### config.mk
export PLATFORM = sky130hd
export DESIGN_NAME = lpgc_top
export DESIGN_NICKNAME = d
export VERILOG_FILES = /design/src/rtl/lpgc_pkg.sv /design/src/rtl/lpgc_top.sv
export SDC_FILE = /design/constraint.sdc
export NUM_CORES = 1
export LEC_CHECK = 0
export BUFFER_PORTS_ARGS = -buffer_cell sky130_fd_sc_hd__buf_2
export CAP_MARGIN = 20
export CELL_PAD_IN_SITES_DETAIL_PLACEMENT = 1
export CELL_PAD_IN_SITES_GLOBAL_PLACEMENT = 2
export CORE_MARGIN = 1.5
export CORE_UTILIZATION = 39
export CTS_CLUSTER_DIAMETER = 100
export DETAILED_ROUTE_END_ITERATION = 10
export HOLD_SLACK_MARGIN = 0.06
export PLACE_DENSITY = 0.87
export SLEW_MARGIN = 20
export SYNTH_ARGS = -nofsm -noshare
export SYNTH_HDL_FRONTEND = slang
export SYNTH_SLANG_ARGS = --single-unit
### constraint.sdc
create_clock -name mclk -period 7 [get_ports mclk]
set_input_delay 0 -clock mclk [delete_from_list [all_inputs] [get_ports mclk]]
set_output_delay 0 -clock mclk [all_outputs]
set_load 0.02 [all_outputs]
### src/rtl/lpgc_pkg.sv
// shared constants and types for the led panel global configuration block
package lpgc_pkg;
   // register address codes
   localparam logic [3:0] ADR_DRV_ADDR = 4'h0;
   localparam logic [3:0] ADR_PIX_SCALE = 4'h1;
   localparam logic [3:0] ADR_GLOBAL_LO = 4'h8;
   localparam logic [3:0] ADR_PANEL_CFG = 4'hD;
   localparam logic [3:0] ADR_DRV_COUNT = 4'hE;
   localparam logic [3:0] ADR_DRV_ROWS = 4'hF;
   // panel configuration fields
   localparam int B_RUN = 0;
   localparam int B_NEGATE = 1;
   localparam int B_PLANE_LO = 2;
   localparam int B_PLANE_HI = 3;
   localparam int B_RIPPLE = 4;
   localparam int B_FLIP = 5;
   localparam int B_COLOUR = 6;
   localparam int B_DEPTH = 7;
   // reset values
   localparam logic [7:0] RST_PANEL_CFG = 8'h30;
   localparam logic [7:0] RST_DRV_COUNT = 8'hFF;
   localparam logic [7:0] RST_DRV_ROWS = 8'hFF;
   localparam logic [1:0] RST_PIX_SCALE = 2'h0;
   // serial frame layout
   localparam int FRAME_BITS = 16;
   localparam int B_FRM_RD = 15;
   localparam logic [4:0] RD_TURN = 5'h08;
   // timing
   localparam int CLK_PS = 10_000;
   localparam int RIPPLE_PS = 953_700;
   localparam int RIPPLE_CYC = RIPPLE_PS / CLK_PS;
   localparam logic [3:0] ALLOC_HALF = 4'h7;
   localparam logic [3:0] ALLOC_BITS = 4'h8;
   localparam logic [3:0] ROWS = 4'h8;
   localparam int BYTES_PER_PLANE = 16;

   typedef enum logic [2:0] {
      ST_RX = 3'b001,
      ST_TX = 3'b010,
      ST_RUN = 3'b100
   } lpgc_alloc_e;

   typedef struct packed {
      logic [7:0] row_o;
      logic row_oe;
      logic [15:0] col_o;
      logic col_oe;
   } lpgc_drive_s;

   typedef struct packed {
      logic [7:0] drv_addr;
      logic [7:0] panel_row;
      logic [7:0] panel_col;
      logic [15:0] mem_base;
      logic busy;
   } lpgc_alloc_s;
endpackage : lpgc_pkg

### src/rtl/lpgc_top.sv
// led panel global configuration: serial register access, address chain, mux control
//
// Behaviour
// [RULE_01] reset registers, address zero, 256 drivers, mono
// [RULE_02] after reset, chain pass assigns driver addresses
// [RULE_03] allocation done leaves device in shutdown
// [RULE_04] panel configuration register at code 0x0D
// [RULE_05] run bit zero shuts down, one runs
// [RULE_06] shutdown floats rows, columns; stops multiplexing
// [RULE_07] shutdown keeps configuration register contents
// [RULE_08] negate bit inverts which memory level lights
// [RULE_09] plane bits report active plane, read only; reads return raw plane_code, not active_plane
// [RULE_10] depth select folds codes 10/11 to planes 0/1
// [RULE_11] ripple sync staggers drivers by quarter timebase
// [RULE_12] mux flip reverses timing on odd addresses
// [RULE_13] colour bit selects RGY; absent variant reads zero
// [RULE_14] depth bit selects two planes; absent variant zero
// [RULE_15] host programs configuration before displaying images
// [RULE_16] host writes driver count minus one
// [RULE_17] host writes drivers per row minus one
// [RULE_18] engine recomputes memory allocation from configuration
// [RULE_19] pixel scale acts only in two-bit mode
// [RULE_20] driver count at 0x0E resets to all ones
// [RULE_21] row length at 0x0F resets to all ones
// [RULE_22] global reads answered only by driver zero
// [RULE_23] ripple delay equals own address times step
`timescale 1ns/1ps
module lpgc_top
   import lpgc_pkg::*;
#(
   parameter bit HAS_RGY = 1'b1,
   parameter bit HAS_DEPTH = 1'b1,
   parameter int ROW_CYC = 2048,
   parameter int FRAME_CYC = 65536
) (
   // clock and reset
   input wire logic mclk,
   input wire logic rstn,
   // host serial interface
   input wire logic csn,
   input wire logic sclk,
   input wire logic din,
   output logic dout,
   output logic dout_oe,
   // local chain bus
   input wire logic chain_head,
   input wire logic chain_clk_i,
   input wire logic chain_dat_i,
   input wire logic sync_i,
   output logic chain_clk_o,
   output logic chain_dat_o,
   output logic sync_o,
   // display memory side
   input wire logic [1:0] plane_code,
   input wire logic [15:0] pixel_bits,
   output logic [2:0] scan_row,
   output logic [1:0] active_plane,
   output logic [1:0] pixel_scale,
   output lpgc_alloc_s alloc,
   // panel drive
   output lpgc_drive_s drive
);
   // ------------------------------------------------------------
   // state
   // ------------------------------------------------------------
   typedef struct packed {
      logic [1:0] csn_s, sclk_s, din_s, cclk_s, cdat_s, sync_s, head_s;
      logic sclk_p, cclk_p, sync_p;
      logic [4:0] nbits;
      logic [15:0] sh_in;
      logic [7:0] sh_out;
      logic rd_ok;
      logic [7:0] cfg, count, rows;
      logic [1:0] scale;
      lpgc_alloc_e st;
      logic started;
      logic [7:0] addr;
      logic [3:0] bit_n, div;
      logic [7:0] tx;
      logic cclk_o;
      logic [16:0] frame_cnt, wait_cnt, row_cnt;
      logic waiting, scanning;
      logic [2:0] row;
      logic [7:0] rem, prow;
      logic busy;
      logic syn_o;
   } lpgc_state_s;

   lpgc_state_s s_q, s_d;
   logic sclk_rise, sclk_fall, cclk_rise, sync_ev, frame_end, mux_on, odd_flip;
   logic [7:0] rd_data, wr_data;
   logic [3:0] rd_reg;

   assign sclk_rise = s_q.sclk_s[1] & ~s_q.sclk_p;
   assign sclk_fall = ~s_q.sclk_s[1] & s_q.sclk_p;
   assign cclk_rise = s_q.cclk_s[1] & ~s_q.cclk_p;
   assign frame_end = (s_q.frame_cnt == 17'(FRAME_CYC - 1));
   assign sync_ev = s_q.head_s[1] ? frame_end : (s_q.sync_s[1] & ~s_q.sync_p);
   assign mux_on = s_q.cfg[B_RUN] & (s_q.st == ST_RUN); // RULE_05 RULE_06
   assign odd_flip = s_q.cfg[B_FLIP] & s_q.addr[0]; // RULE_12
   assign rd_reg = s_q.sh_in[3:0];

   // write data with read-only and absent-variant bits masked
   always_comb begin
      wr_data = s_q.sh_in[7:0];
      wr_data[B_PLANE_HI:B_PLANE_LO] = 2'h0; // RULE_09
      wr_data[B_COLOUR] = s_q.sh_in[B_COLOUR] & HAS_RGY; // RULE_13
      wr_data[B_DEPTH] = s_q.sh_in[B_DEPTH] & HAS_DEPTH; // RULE_14
   end

   always_comb begin
      unique case (rd_reg)
         ADR_DRV_ADDR: rd_data = s_q.addr;
         ADR_PIX_SCALE: rd_data = {6'h00, s_q.scale};
         ADR_PANEL_CFG: rd_data = {s_q.cfg[7:4], plane_code, s_q.cfg[1:0]}; // RULE_09
         ADR_DRV_COUNT: rd_data = s_q.count;
         ADR_DRV_ROWS: rd_data = s_q.rows;
         default: rd_data = 8'h00;
      endcase
   end

   // ------------------------------------------------------------
   // next state
   // ------------------------------------------------------------
   always_comb begin
      s_d = s_q;
      s_d.csn_s = {s_q.csn_s[0], csn};
      s_d.sclk_s = {s_q.sclk_s[0], sclk};
      s_d.din_s = {s_q.din_s[0], din};
      s_d.cclk_s = {s_q.cclk_s[0], chain_clk_i};
      s_d.cdat_s = {s_q.cdat_s[0], chain_dat_i};
      s_d.sync_s = {s_q.sync_s[0], sync_i};
      s_d.head_s = {s_q.head_s[0], chain_head};
      s_d.sclk_p = s_q.sclk_s[1];
      s_d.cclk_p = s_q.cclk_s[1];
      s_d.sync_p = s_q.sync_s[1];

      // allocation engine first, so a restart requested in the same cycle wins
      if (s_q.busy) begin
         if (s_q.rem > s_q.rows) begin
            s_d.rem = s_q.rem - s_q.rows - 8'h01; // RULE_18
            s_d.prow = s_q.prow + 8'h01;
         end else begin
            s_d.busy = 1'b0;
         end
      end

      // host frame: 16 bits msb first; a read turns dout on after 8 bits
      if (s_q.csn_s[1]) begin
         if (s_q.nbits == 5'(FRAME_BITS) && !s_q.sh_in[B_FRM_RD] && s_q.st == ST_RUN) begin
            unique case (s_q.sh_in[11:8])
               ADR_PIX_SCALE: s_d.scale = s_q.sh_in[1:0];
               ADR_PANEL_CFG: s_d.cfg = wr_data; // RULE_04
               ADR_DRV_COUNT: s_d.count = s_q.sh_in[7:0]; // RULE_16
               ADR_DRV_ROWS: s_d.rows = s_q.sh_in[7:0]; // RULE_17
               default: s_d.cfg = s_q.cfg;
            endcase
            if (s_q.sh_in[11:8] >= ADR_PANEL_CFG) begin
               s_d.busy = 1'b1; // RULE_18
               s_d.rem = s_q.addr;
               s_d.prow = 8'h00;
            end
         end
         s_d.nbits = 5'h00;
         s_d.rd_ok = 1'b0;
      end else begin
         if (sclk_rise && s_q.nbits != 5'(FRAME_BITS)) begin
            s_d.sh_in = {s_q.sh_in[14:0], s_q.din_s[1]};
            s_d.nbits = s_q.nbits + 5'h01;
         end
         if (sclk_rise && s_q.nbits == RD_TURN - 5'h01) begin
            s_d.sh_out = 8'h00;
         end
         if (s_q.nbits == RD_TURN && s_q.sh_in[7] && !s_q.rd_ok && sclk_fall) begin
            s_d.rd_ok = (s_q.addr == 8'h00) || (rd_reg < ADR_GLOBAL_LO); // RULE_22
            s_d.sh_out = rd_data;
         end else if (sclk_fall && s_q.rd_ok) begin
            s_d.sh_out = {s_q.sh_out[6:0], 1'b0};
         end
      end

      // address chain pass after reset
      unique case (s_q.st)
         ST_RX: begin
            if (!s_q.started) begin
               s_d.started = 1'b1;
            end else if (s_q.head_s[1]) begin
               s_d.addr = 8'h00;
               s_d.tx = 8'h01;
               s_d.st = ST_TX;
            end else if (cclk_rise) begin
               s_d.addr = {s_q.addr[6:0], s_q.cdat_s[1]}; // RULE_02
               s_d.bit_n = s_q.bit_n + 4'h1;
               if (s_q.bit_n == ALLOC_BITS - 4'h1) begin
                  s_d.tx = {s_q.addr[6:0], s_q.cdat_s[1]} + 8'h01;
                  s_d.bit_n = 4'h0;
                  s_d.st = ST_TX;
               end
            end
         end
         ST_TX: begin
            s_d.div = s_q.div + 4'h1;
            if (s_q.div == ALLOC_HALF) begin
               s_d.div = 4'h0;
               s_d.cclk_o = ~s_q.cclk_o;
               if (s_q.cclk_o) begin
                  s_d.tx = {s_q.tx[6:0], 1'b0};
                  s_d.bit_n = s_q.bit_n + 4'h1;
                  if (s_q.bit_n == ALLOC_BITS - 4'h1) begin
                     s_d.st = ST_RUN;
                     s_d.cfg[B_RUN] = 1'b0; // RULE_03
                     s_d.busy = 1'b1;
                     s_d.rem = s_q.addr;
                     s_d.prow = 8'h00;
                  end
               end
            end
         end
         ST_RUN: s_d.st = ST_RUN;
      endcase

      // multiplex sequencer, halted in shutdown
      s_d.syn_o = 1'b0;
      if (s_q.head_s[1]) begin
         s_d.frame_cnt = frame_end ? 17'h00000 : s_q.frame_cnt + 17'h00001;
         s_d.syn_o = frame_end;
      end
      if (!mux_on) begin
         s_d.waiting = 1'b0; // RULE_06
         s_d.scanning = 1'b0;
      end else if (sync_ev) begin
         s_d.waiting = 1'b1;
         s_d.scanning = 1'b0;
         s_d.wait_cnt = s_q.cfg[B_RIPPLE] ? 17'(s_q.addr * RIPPLE_CYC) : 17'h00000; // RULE_11 RULE_23
      end else if (s_q.waiting) begin
         if (s_q.wait_cnt == 17'h00000) begin
            s_d.waiting = 1'b0;
            s_d.scanning = 1'b1;
            s_d.row = 3'h0;
            s_d.row_cnt = 17'h00000;
         end else begin
            s_d.wait_cnt = s_q.wait_cnt - 17'h00001;
         end
      end else if (s_q.scanning) begin
         s_d.row_cnt = s_q.row_cnt + 17'h00001;
         if (s_q.row_cnt == 17'(ROW_CYC - 1)) begin
            s_d.row_cnt = 17'h00000;
            s_d.row = s_q.row + 3'h1;
            s_d.scanning = (s_q.row != 3'(ROWS - 4'h1));
         end
      end
   end

   always_ff @(posedge mclk) begin
      if (!rstn) begin
         s_q <= '0; // RULE_01
         s_q.cfg <= RST_PANEL_CFG;
         s_q.count <= RST_DRV_COUNT; // RULE_20
         s_q.rows <= RST_DRV_ROWS; // RULE_21
         s_q.scale <= RST_PIX_SCALE;
         s_q.st <= ST_RX;
      end else begin
         s_q <= s_d;
      end
   end

   // ------------------------------------------------------------
   // outputs
   // ------------------------------------------------------------
   logic [2:0] phys_row;
   assign phys_row = odd_flip ? ~s_q.row : s_q.row; // RULE_12
   assign dout = s_q.sh_out[7];
   assign dout_oe = s_q.rd_ok & ~s_q.csn_s[1];
   assign chain_clk_o = s_q.cclk_o;
   assign chain_dat_o = s_q.tx[7];
   assign sync_o = s_q.syn_o;
   assign scan_row = phys_row;
   assign active_plane = s_q.cfg[B_DEPTH] ? {1'b0, plane_code[0]} : plane_code; // RULE_10
   assign pixel_scale = s_q.cfg[B_DEPTH] ? s_q.scale : 2'h3; // RULE_19
   assign alloc.drv_addr = s_q.addr;
   assign alloc.panel_row = s_q.prow;
   assign alloc.panel_col = s_q.rem;
   assign alloc.mem_base = 16'(s_q.addr * (BYTES_PER_PLANE << s_q.cfg[B_DEPTH]));
   assign alloc.busy = s_q.busy;
   // drive outputs only float; register contents stay untouched
   assign drive.row_oe = mux_on; // RULE_06 RULE_07
   assign drive.col_oe = mux_on;
   assign drive.row_o = s_q.scanning ? (8'h01 << phys_row) : 8'h00;
   assign drive.col_o = s_q.scanning ? (pixel_bits ^ {16{s_q.cfg[B_NEGATE]}}) : 16'h0000; // RULE_08

   // ------------------------------------------------------------
   // assertions
   // ------------------------------------------------------------
   property p_float;
      @(posedge mclk) disable iff (!rstn) !s_q.cfg[B_RUN] |-> !drive.row_oe && !drive.col_oe;
   endproperty
   a_float: assert property (p_float) else $error("drivers on in shutdown"); // RULE_06
   property p_shut_after_alloc;
      @(posedge mclk) disable iff (!rstn)
         (s_q.st == ST_TX) ##1 (s_q.st == ST_RUN) |-> !s_q.cfg[B_RUN];
   endproperty
   a_shut_after_alloc: assert property (p_shut_after_alloc) else $error("run after alloc"); // RULE_03
   property p_plane_ro;
      @(posedge mclk) disable iff (!rstn) s_q.cfg[B_PLANE_HI:B_PLANE_LO] == 2'h0;
   endproperty
   a_plane_ro: assert property (p_plane_ro) else $error("plane bits stored"); // RULE_09
   property p_rgy;
      @(posedge mclk) disable iff (!rstn) !HAS_RGY |-> !s_q.cfg[B_COLOUR];
   endproperty
   a_rgy: assert property (p_rgy) else $error("colour bit set on mono variant"); // RULE_13
   property p_depth;
      @(posedge mclk) disable iff (!rstn) !HAS_DEPTH |-> !s_q.cfg[B_DEPTH];
   endproperty
   a_depth: assert property (p_depth) else $error("depth bit set on variant"); // RULE_14
   property p_neg;
      @(posedge mclk) disable iff (!rstn)
         s_q.scanning |-> drive.col_o == (pixel_bits ^ {16{s_q.cfg[B_NEGATE]}});
   endproperty
   a_neg: assert property (p_neg) else $error("column polarity wrong"); // RULE_08
   property p_global_rd;
      @(posedge mclk) disable iff (!rstn)
         $rose(s_q.rd_ok) && s_q.addr != 8'h00 |-> rd_reg < ADR_GLOBAL_LO;
   endproperty
   a_global_rd: assert property (p_global_rd) else $error("non-zero driver answered"); // RULE_22
   property p_ripple;
      @(posedge mclk) disable iff (!rstn)
         mux_on && sync_ev && !s_q.cfg[B_RIPPLE] |=> s_q.waiting ##1 s_q.scanning;
   endproperty
   a_ripple: assert property (p_ripple) else $error("unrippled start late"); // RULE_11
   property p_halt;
      @(posedge mclk) disable iff (!rstn) !mux_on |=> !s_q.scanning && !s_q.waiting;
   endproperty
   a_halt: assert property (p_halt) else $error("mux ran in shutdown"); // RULE_06
   property p_scale;
      @(posedge mclk) disable iff (!rstn) !s_q.cfg[B_DEPTH] |-> pixel_scale == 2'h3;
   endproperty
   a_scale: assert property (p_scale) else $error("scale active in one-bit mode"); // RULE_19
   c_alloc: cover property (@(posedge mclk) disable iff (!rstn) s_q.st == ST_RUN);
   c_scan: cover property (@(posedge mclk) disable iff (!rstn) s_q.scanning);
   c_read: cover property (@(posedge mclk) disable iff (!rstn) dout_oe);
endmodule : lpgc_top

# Word-level counts from Yosys, hierarchy flattened
# Index checks and enable logic that the tools add are counted.
[op_classes]
n_addsub = 11
multipliers = 2
n_div = 0
order_cmp = 3
n_eq_ne = 30
shifts = 2
mux = 66
bitwise_logic = 18
reduce_logical = 38
[ops]
columns = ["operator", "count"]
rows = [
  ["17-bit two-way mux", 16],
  ["8-bit two-way mux", 12],
  ["8-bit case mux with 5 select lines", 1],
  ["19-bit two-way mux", 2],
  ["17-bit by 1-bit adder with 17-bit output, second input constant", 2],
  ["8-bit by 32-bit multiplier with 16-bit output", 1],
  ["16-bit two-way mux", 2],
  ["5-bit by 1-bit << shifter with 32-bit output, first input constant", 1],
  ["4-bit two-way mux", 7],
  ["4-bit == test, second input constant", 6],
  ["3-bit two-way mux", 8],
  ["22-bit two-way mux", 1],
  ["3-bit AND reduction", 6],
  ["6-bit AND reduction", 3],
  ["17-bit by 11-bit == test with 1-bit output, second input constant", 1],
  ["17-bit by 16-bit == test with 1-bit output, second input constant", 1],
  ["17-bit zero test", 1],
  ["17-bit by 1-bit subtractor with 17-bit output, second input constant", 1],
  ["8-bit by 1-bit adder with 8-bit output, second input constant", 2],
  ["8-bit case mux with 2 select lines", 1],
  ["16-bit bitwise XOR", 1],
  ["8-bit by 7-bit multiplier with 15-bit output, second input constant", 1],
  ["15-bit two-way mux", 1],
  ["2-bit inequality test, second input constant", 7],
  ["40 further kinds", 85],
]
[word_totals]
reg_bits = 174
latch_bits = 0
ram_bits = 0
mem_bits_ro = 0
input_bits = 27
out_inout_bits = 79
wordCells = 206
mem_count = 0

# Longest topological paths before layout
# Gate-level depths: netlist of run 1.
[depth]
depth_word = 11
depth_mapped = 15
depth_no_buf = 15

# Least setup slack after synthesis of run 1
# Ideal clock, no wire load.
[synth_path]
path_kind = "flip-flop to flip-flop"
from = "reg s_q (netlist bit alloc[37])"
to = "reg s_q[54] (netlist bit)"
t_arrival_ns = 4.300
required_ns = 6.880
slack_ns = 2.580
stages_incl_launch_ff = 16
n_path_buf = 0
synth_period_minus_slack_ns = 4.420
path_cell_list = "dfxtp_1 -> fa_1 -> inv_1 -> fa_1 -> inv_1 -> fa_1 -> inv_1 -> fa_1 -> inv_1 -> ha_1 -> or4_1 -> o21ai_0 -> a21oi_1 -> a221oi_1 -> xor2_1 -> a211o_1"
[synth_via]
elab_chain_cells = 3
[synth_lines]
columns = ["element", "line_no", "source"]
rows = [
  ["start, declared", "lpgc_top.sv:89", "lpgc_state_s s_q, s_d;"],
  ["8-bit by 7-bit multiplier with 15-bit output", "lpgc_top.sv:234", "s_d.wait_cnt = s_q.cfg[B_RIPPLE] ? 17'(s_q.addr * RIPPLE_CYC) : 17'h00000;"],
  ["15-bit two-way mux", "lpgc_top.sv:234", ""],
  ["17-bit two-way mux", "lpgc_top.sv:231", "end else if (sync_ev) begin"],
]
# No other way between the ends.
# A chain may end at the register's enable or synchronous reset.

# Worst setup path after layout of run 1
# Same ends and word-level chain as after synthesis.

==> results of run 1 <==
what timing repair did:
action / CTS / global route
endpoints found under the hold margin: 7 / 0
hold buffers: 7 / 0
setup buffers: 0 / 0
metrics by stage:
| stage | util (%) | hold slack [ps] |
|---|---|---|
| 2_1_floorplan | - | 113 |
| 3_3_place_gp | 42.2 | 207 |
| 3_5_place_dp | 42.2 | 211 |
| 4_1_cts | 44.6 | 91.3 |
| 5_1_grt | 44.6 | 121 |
| 6_report | 44.6 | 95.0 |
worst min path at each step:
| stage | start | end |
|---|---|---|
| after floorplan | plane_code[0] | active_plane[0] |
| final | rstn | s_q[56]$_SDFFE_PN0P_ |
| after global routing | rstn | s_q[55]$_SDFFE_PN0P_ |
| after detailed placement | sync_i | s_d[165]$_SDFF_PN0_ |
| after CTS | rstn | s_q[56]$_SDFFE_PN0P_ |
| after global placement | chain_head | s_d[163]$_SDFF_PN0_ |
kinds of logic (layout without fill, tap and decap cells):
group	Yosys count	after routing	share of synthesized area, %
buffers and inverters	150	208	6.54
XOR/XNOR	77	77	6.23
AND/OR/NAND/NOR	470	470	21.8
AO/OA/AOI/OAI	252	252	15.3
multiplexers	44	44	4.08
adder cells (fa/ha/maj)	105	105	13.9
flip-flops	174	174	32.2
other	1	12	0.0346
layer usage:
layer | routed length, um | share of wire, % | track usage (%)
met5 | 0 | 0 | 0
met4 | 312 | 1.1 | 4.96
met2 | 15000 | 52 | 37.9
met1 | 12900 | 45 | 25.8
met3 | 714 | 2.5 | 2.33
cell usage in the layout (no fill, tap or decap), drive strengths merged, types with 16 or more instances in the layout:
cell and count:
nand2 99, xnor2 33, buf 106, a21oi 59, ha 80, nor3 35
a22oi 22, dfxtp 174, xor2 44, o211ai 16, nand3 31, clkbuf 20
nand4 21, nor4 23, nor2b 16, and2 43, mux2i 43, inv 68
fa 25, o21ai 51, nor2 133
report_power, final:
part           internal, uW  total [uW]  switching, uW
Sequential             1020        1050           28.5
Combinational          72.6         192            119
Clock                   539         964            425
worst max-delay path: stages, from the launching register on:
cell      delay (ps)
dfxtp_1          530
fa_1             650
inv_1             60
fa_1             480
inv_1             60
fa_1             530
inv_1             50
fa_1             500
inv_1             40
ha_1             330
or4_1            470
o21ai_0          120
a21oi_1          100
a221oi_1         310
xor2_1           110
a211o_1          290
area by class of cell:
class | count | area [um2] | area share (%)
Sequential cell | 174 | 3480 | 28.8
Clock buffer | 20 | 447 | 3.70
Inverter | 64 | 240 | 1.99
Tap cell | 372 | 465 | 3.85
Clock inverter | 11 | 131 | 1.09
Timing Repair Buffer | 113 | 621 | 5.13
Multi-Input combinational cell | 960 | 6700 | 55.4
==> impl_results.md, run 1 <==
- Min-Delay Path Depth: 3
- CTS Buffer Depth: 2
- Initial antenna violation count: 0
- Highest clock rate: 211 MHz
- Share of the synthesized area in the top cell type: between 30% and 40%
- Skew final: 11.9 ps
- Slew Viols, Final: 0
- Fill count: around 3200
- Final GP Congestion: ~0.8
- Final antenna diode count: 0
- Worst r2r src: alloc[37]$_SDFFE_PN0P_
- TritonCTS clock tree: done
- Unrepaired setup endpoints after global routing: false
- Routed WL: 28900 um
- Syn-to-layout area delta: 11.6%
- CTS root buf: clkbuf_16
- Largest net degree at the start of global routing: 56
- R2R cell count: 15
- Peak supply drop: between 0.0001 and 0.00015 V
- Number of flops mapped to enable cells by yosys: 0
- First DRT Iteration DRCs: 471
- Sequential share of the synthesized area: between 30% and 40%
- Total gr overflow: 0
- Crit Reg-Reg Endpoint: s_q[54]$_SDFFE_PN0P_
- Synth Area per Inst: around 8.5 um2
- Post-route clock period utilization: between 60% and 70%
- Final HPWL DP: 21400 um
- Die Span X: roughly 170 um
- Yosys reg bits: 174
- Drt first pass iters: 4
- # port buffers: a little under 100
- Clock buffer count from CTS: 17
- Status: finished clean
- Power per standard cell area: around 180 nW/um2
- Reg with most FFs: s_q
- Post-synthesis instance area: roughly 11000 um2
- Worst setup endpoint: s_q[54]$_SDFFE_PN0P_
- Clock latency on the worst-skew pair: about 430 ps
- Hold Vio Cnt, Final: 0
- Data required, critical path: roughly 7300 ps
- Fin worst setup slack: 2260 ps
- Reg2Reg Setup Slack: approximately 2300 ps
- GRT Total Usage: 20.7%
- Setup CP Type: reg -> reg
- Commonest cells post-synth: dfxtp_1, nor2_1, nand2_1
- Routed vias: 9163
- HP Class: in -> reg
- Fin area: 12100 um2
- Critical path launch point: alloc[37]$_SDFFE_PN0P_
- Worst EP arrival: 5060 ps
- Clock sinks: between 150 and 200
- Avg WL per Cell: 16.9 um
- Die height: approximately 170 um
- Min cycle time layout: between 4000 and 5000 ps
- H-tree lvl count: 4
- Final std cells w/o fill: approximately 1700
- Max_slew headroom: between 30% and 40%
- Post-DP Area: 11400 um2
- Startpoint types: flop
- Worst Setup End Kind: flop
- Placed cells: ~1700
- Drt drc: 0
- Synth area leader: dfxtp_1
- Overall power: roughly 2200 uW
- Nets: around 1500
- Post-CTS sizing: 0
- Place WS: between 2000 and 2500 ps
- Post-synth ARST share: 0%
- Core Area: 27100 um2
- Max FFs per register: 131
- Global-route wire length before repair: 48100 um
- Setup TNS: 0 ps
- Initial Util: about 40%
- Actual slew at the worst max-slew pin: 1020 ps
- Synth warnings: 0
- Cells after synthesis: about 1300
- Most frequent cell after synthesis: dfxtp_1
- Primary FF master, synth: dfxtp_1
- Max_cap viols: 0
- CTS clk-pin slew, worst paths: roughly 70 ps
- FP Rows: 60
- Layout cells sized above 1: around an eighth
- Total die area: ~29000 um2
- Vias in the first global route: approximately 9500
- I/O pins: 106
- Synth area leaders: dfxtp_1, ha_1, fa_1
- Crit Path Max Fanout: 14
- Final setup fails: 0
- Post-synth cell types: between 70 and 80
- Post-DRT Antenna Nets: 0
- Leak Pwr: approximately 0.0054 uW
- Detail-routed via count per cell: ~5.3
No activity file was read; power rests on OpenSTA's default activity.
==> run 2, diff against run 1 <==
- CORE_UTILIZATION: 39 -> 33
- PLACE_DENSITY: 0.87 -> 0.79
- clock period: 7 -> 4.15 ns (I/O delays scaled with it)
==> impl_results.md, run 2 (synthesis gave the netlist of run 1 again) <==
- HP Class: in -> reg (unchanged)
- Multi-input gate area: 6880 um2 (was 6700 um2)
- Clock sinks: 174 (unchanged)
- Data required, critical path: 4480 ps (was 7330 ps)
- Drt first pass iters: 4 (unchanged)
- Total die area: 33900 um2 (was 28800 um2)
- CTS Buffer Depth: 2 (unchanged)
- Core Area: 32500 um2 (was 27100 um2)
- Final GP Congestion: 0.778 (was 0.817)
- Skew final: 11.8 ps (was 11.9 ps)
- Clock latency on the worst-skew pair: 430 ps (about the same)
- # port buffers: 98 (unchanged)
- H-tree lvl count: 4 (unchanged)
- Leak Pwr: 0.00563 uW (was 0.00541 uW)
- GRT Total Usage: 18.1% (was 20.7%)
- Crit Path Max Fanout: 2 (was 14)
- Final Hold Slack: 79.7 ps (was 95.0 ps)
- Actual slew at the worst max-slew pin: 985 ps (was 1020 ps)
- Die height: 184 um (was 170 um)
- Drt drc: 0 (unchanged)
- Unrepaired setup endpoints after global routing: true (was false)
- Register area: 3500 um2 (was 3480 um2)
- Final setup fails: 1 (was 0)
- Worst Setup End Kind: flop (unchanged)
- FP Rows: 66 (was 60)
- Max_cap viols: 0 (unchanged)
- Overall power: 3850 uW (was 2210 uW)
- Setup CP Type: reg -> reg (unchanged)
- Post-DRT Antenna Nets: 0 (unchanged)
- Nets: 1498 (was 1462)
- Vias in the first global route: 9419 (was 9455)
- Final std cells w/o fill: 1820 (was 1714)
- Total gr overflow: 0 (unchanged)
- Routed WL: 30100 um (was 28900 um)
- Commonest non-fill, non-tap cell in the layout: dfxtp_1 (unchanged)
- Hold Vio Cnt, Final: 0 (unchanged)
- Detail-routed via count per cell: 5.11 (was 5.35)
- CTS clk-pin slew, worst paths: 70 ps (about the same)
- Violated checks: negative setup slack
- Power per standard cell area: 303 nW/um2 (was 183 nW/um2)
- Fin worst setup slack: -17.6 ps (was 2260 ps)
- Initial Util: 33.4% (was 40.0%)
- Slew Viols, Final: 0 (unchanged)
- Status: finished, violations left (was finished clean)
- Final HPWL DP: 22000 um (was 21400 um)
- Setup TNS: -17.6 ps (was 0 ps)
- Startpoint types: flop (unchanged)
- Final antenna diode count: 0 (unchanged)
- CTS root buf: clkbuf_16 (unchanged)
- Fill count: 3835 (was 3212)
- Global-route wire length before repair: 49100 um (was 48100 um)
- Min cycle time layout: 4170 ps (was 4740 ps)
- Die Span X: 184 um (was 170 um)
- Avg WL per Cell: 16.5 um (was 16.9 um)
- TritonCTS clock tree: done (unchanged)
- Reg with most FFs: s_q (unchanged)
- Largest net degree at the start of global routing: 43 (was 56)
- Max_slew headroom: 34.2% (was 31.6%)
- Placed cells: 1775 (was 1676)
- Peak supply drop: 0.000242 V (was 0.000150 V)
- Initial antenna violation count: 0 (unchanged)
- Commonest cells after routing, fill and taps aside: dfxtp_1, nor2_1, nand2_1 (unchanged)
- Max FFs per register: 131 (unchanged)
- Highest clock rate: 240 MHz (was 211 MHz)
- Routed vias: 9294 (was 9163)
- Layout cells sized above 1: 16.5% (was 12.1%)
- Clock buffer count from CTS: 17 (unchanged)
- Syn-to-layout area delta: 17.4% (was 11.6%)
- Post-route clock period utilization: 100% (was 67.7%)
- I/O pins: 106 (unchanged)
- Worst EP arrival: 4490 ps (was 5060 ps)
- First DRT Iteration DRCs: 402 (was 471)
## run 2: through the flow
stage                     worst slack (ps)  instance area, um2  utilization [%]
after global placement               -52.4               11800             36.3
after floorplan                       6.49               10900                -
after detailed placement              -117               11800             36.3
after global routing                  -172               12700             39.2
after CTS                            -91.3               12500             38.5
final                                -17.6               12700             39.2
## run 2: worst paths after layout
| kind | slack (ps) | cells past startpoint | startpoint | endpoint |
|---|---|---|---|---|
| setup / recovery | -20 | 15 | alloc[37]$_SDFFE_PN0P_ | s_q[54]$_SDFFE_PN0P_ |
| hold / removal | 80 | 3 | rstn | s_q[56]$_SDFFE_PN0P_ |
| setup reg to reg | -20 | 15 | alloc[37]$_SDFFE_PN0P_ | s_q[54]$_SDFFE_PN0P_ |
| hold reg to reg | 430 | 1 | s_d[163]$_SDFF_PN0_ | s_q[163]$_SDFF_PN0_ |
## run 2: layout make-up
cell class              count  area share [%]
multi-input cells         960            54.2
flip-flops and latches    174            27.5
repair buffers            149            7.10
well taps                 442            4.35
clock buffers              22            3.73
inverters                  64            1.89
clock inverters             9            1.24
## run 2: routing by layer
metal | vias to the layer above | routed length [um] | GRT usage, %
met3 | 22 | 619 | 2.63
li1 | 4609 | - | -
met5 | - | 0 | 0
met1 | 4557 | 13900 | 22.4
met2 | 106 | 15100 | 32.5
met4 | 0 | 346 | 4.79
## run 2: what timing repair did
action                                  4_1_cts  5_1_grt
gates resized for setup                       7       29
buffers inserted                              0        7
endpoints found under the hold margin         7        0
hold buffers                                  7        0
endpoints found under the setup margin        5        8
pin swaps                                    11       16
## run 2: critical path: stages (launching register included)
cell and delay, ps:
dfxtp_4 350, fa_1 530, inv_1 50, fa_1 510, inv_2 40, fa_1 480, inv_1 50, fa_1 490
inv_2 50, ha_4 230, or4_4 490, o21ai_4 100, a21oi_4 60, a221oi_2 250, xor2_1 100, a211o_1 290
## run 2: power by group
group | switching (uW) | internal, uW | total [uW]
sequential | 50.0 | 1730 | 1780
combinational | 203 | 126 | 329
clock | 692 | 1060 | 1750
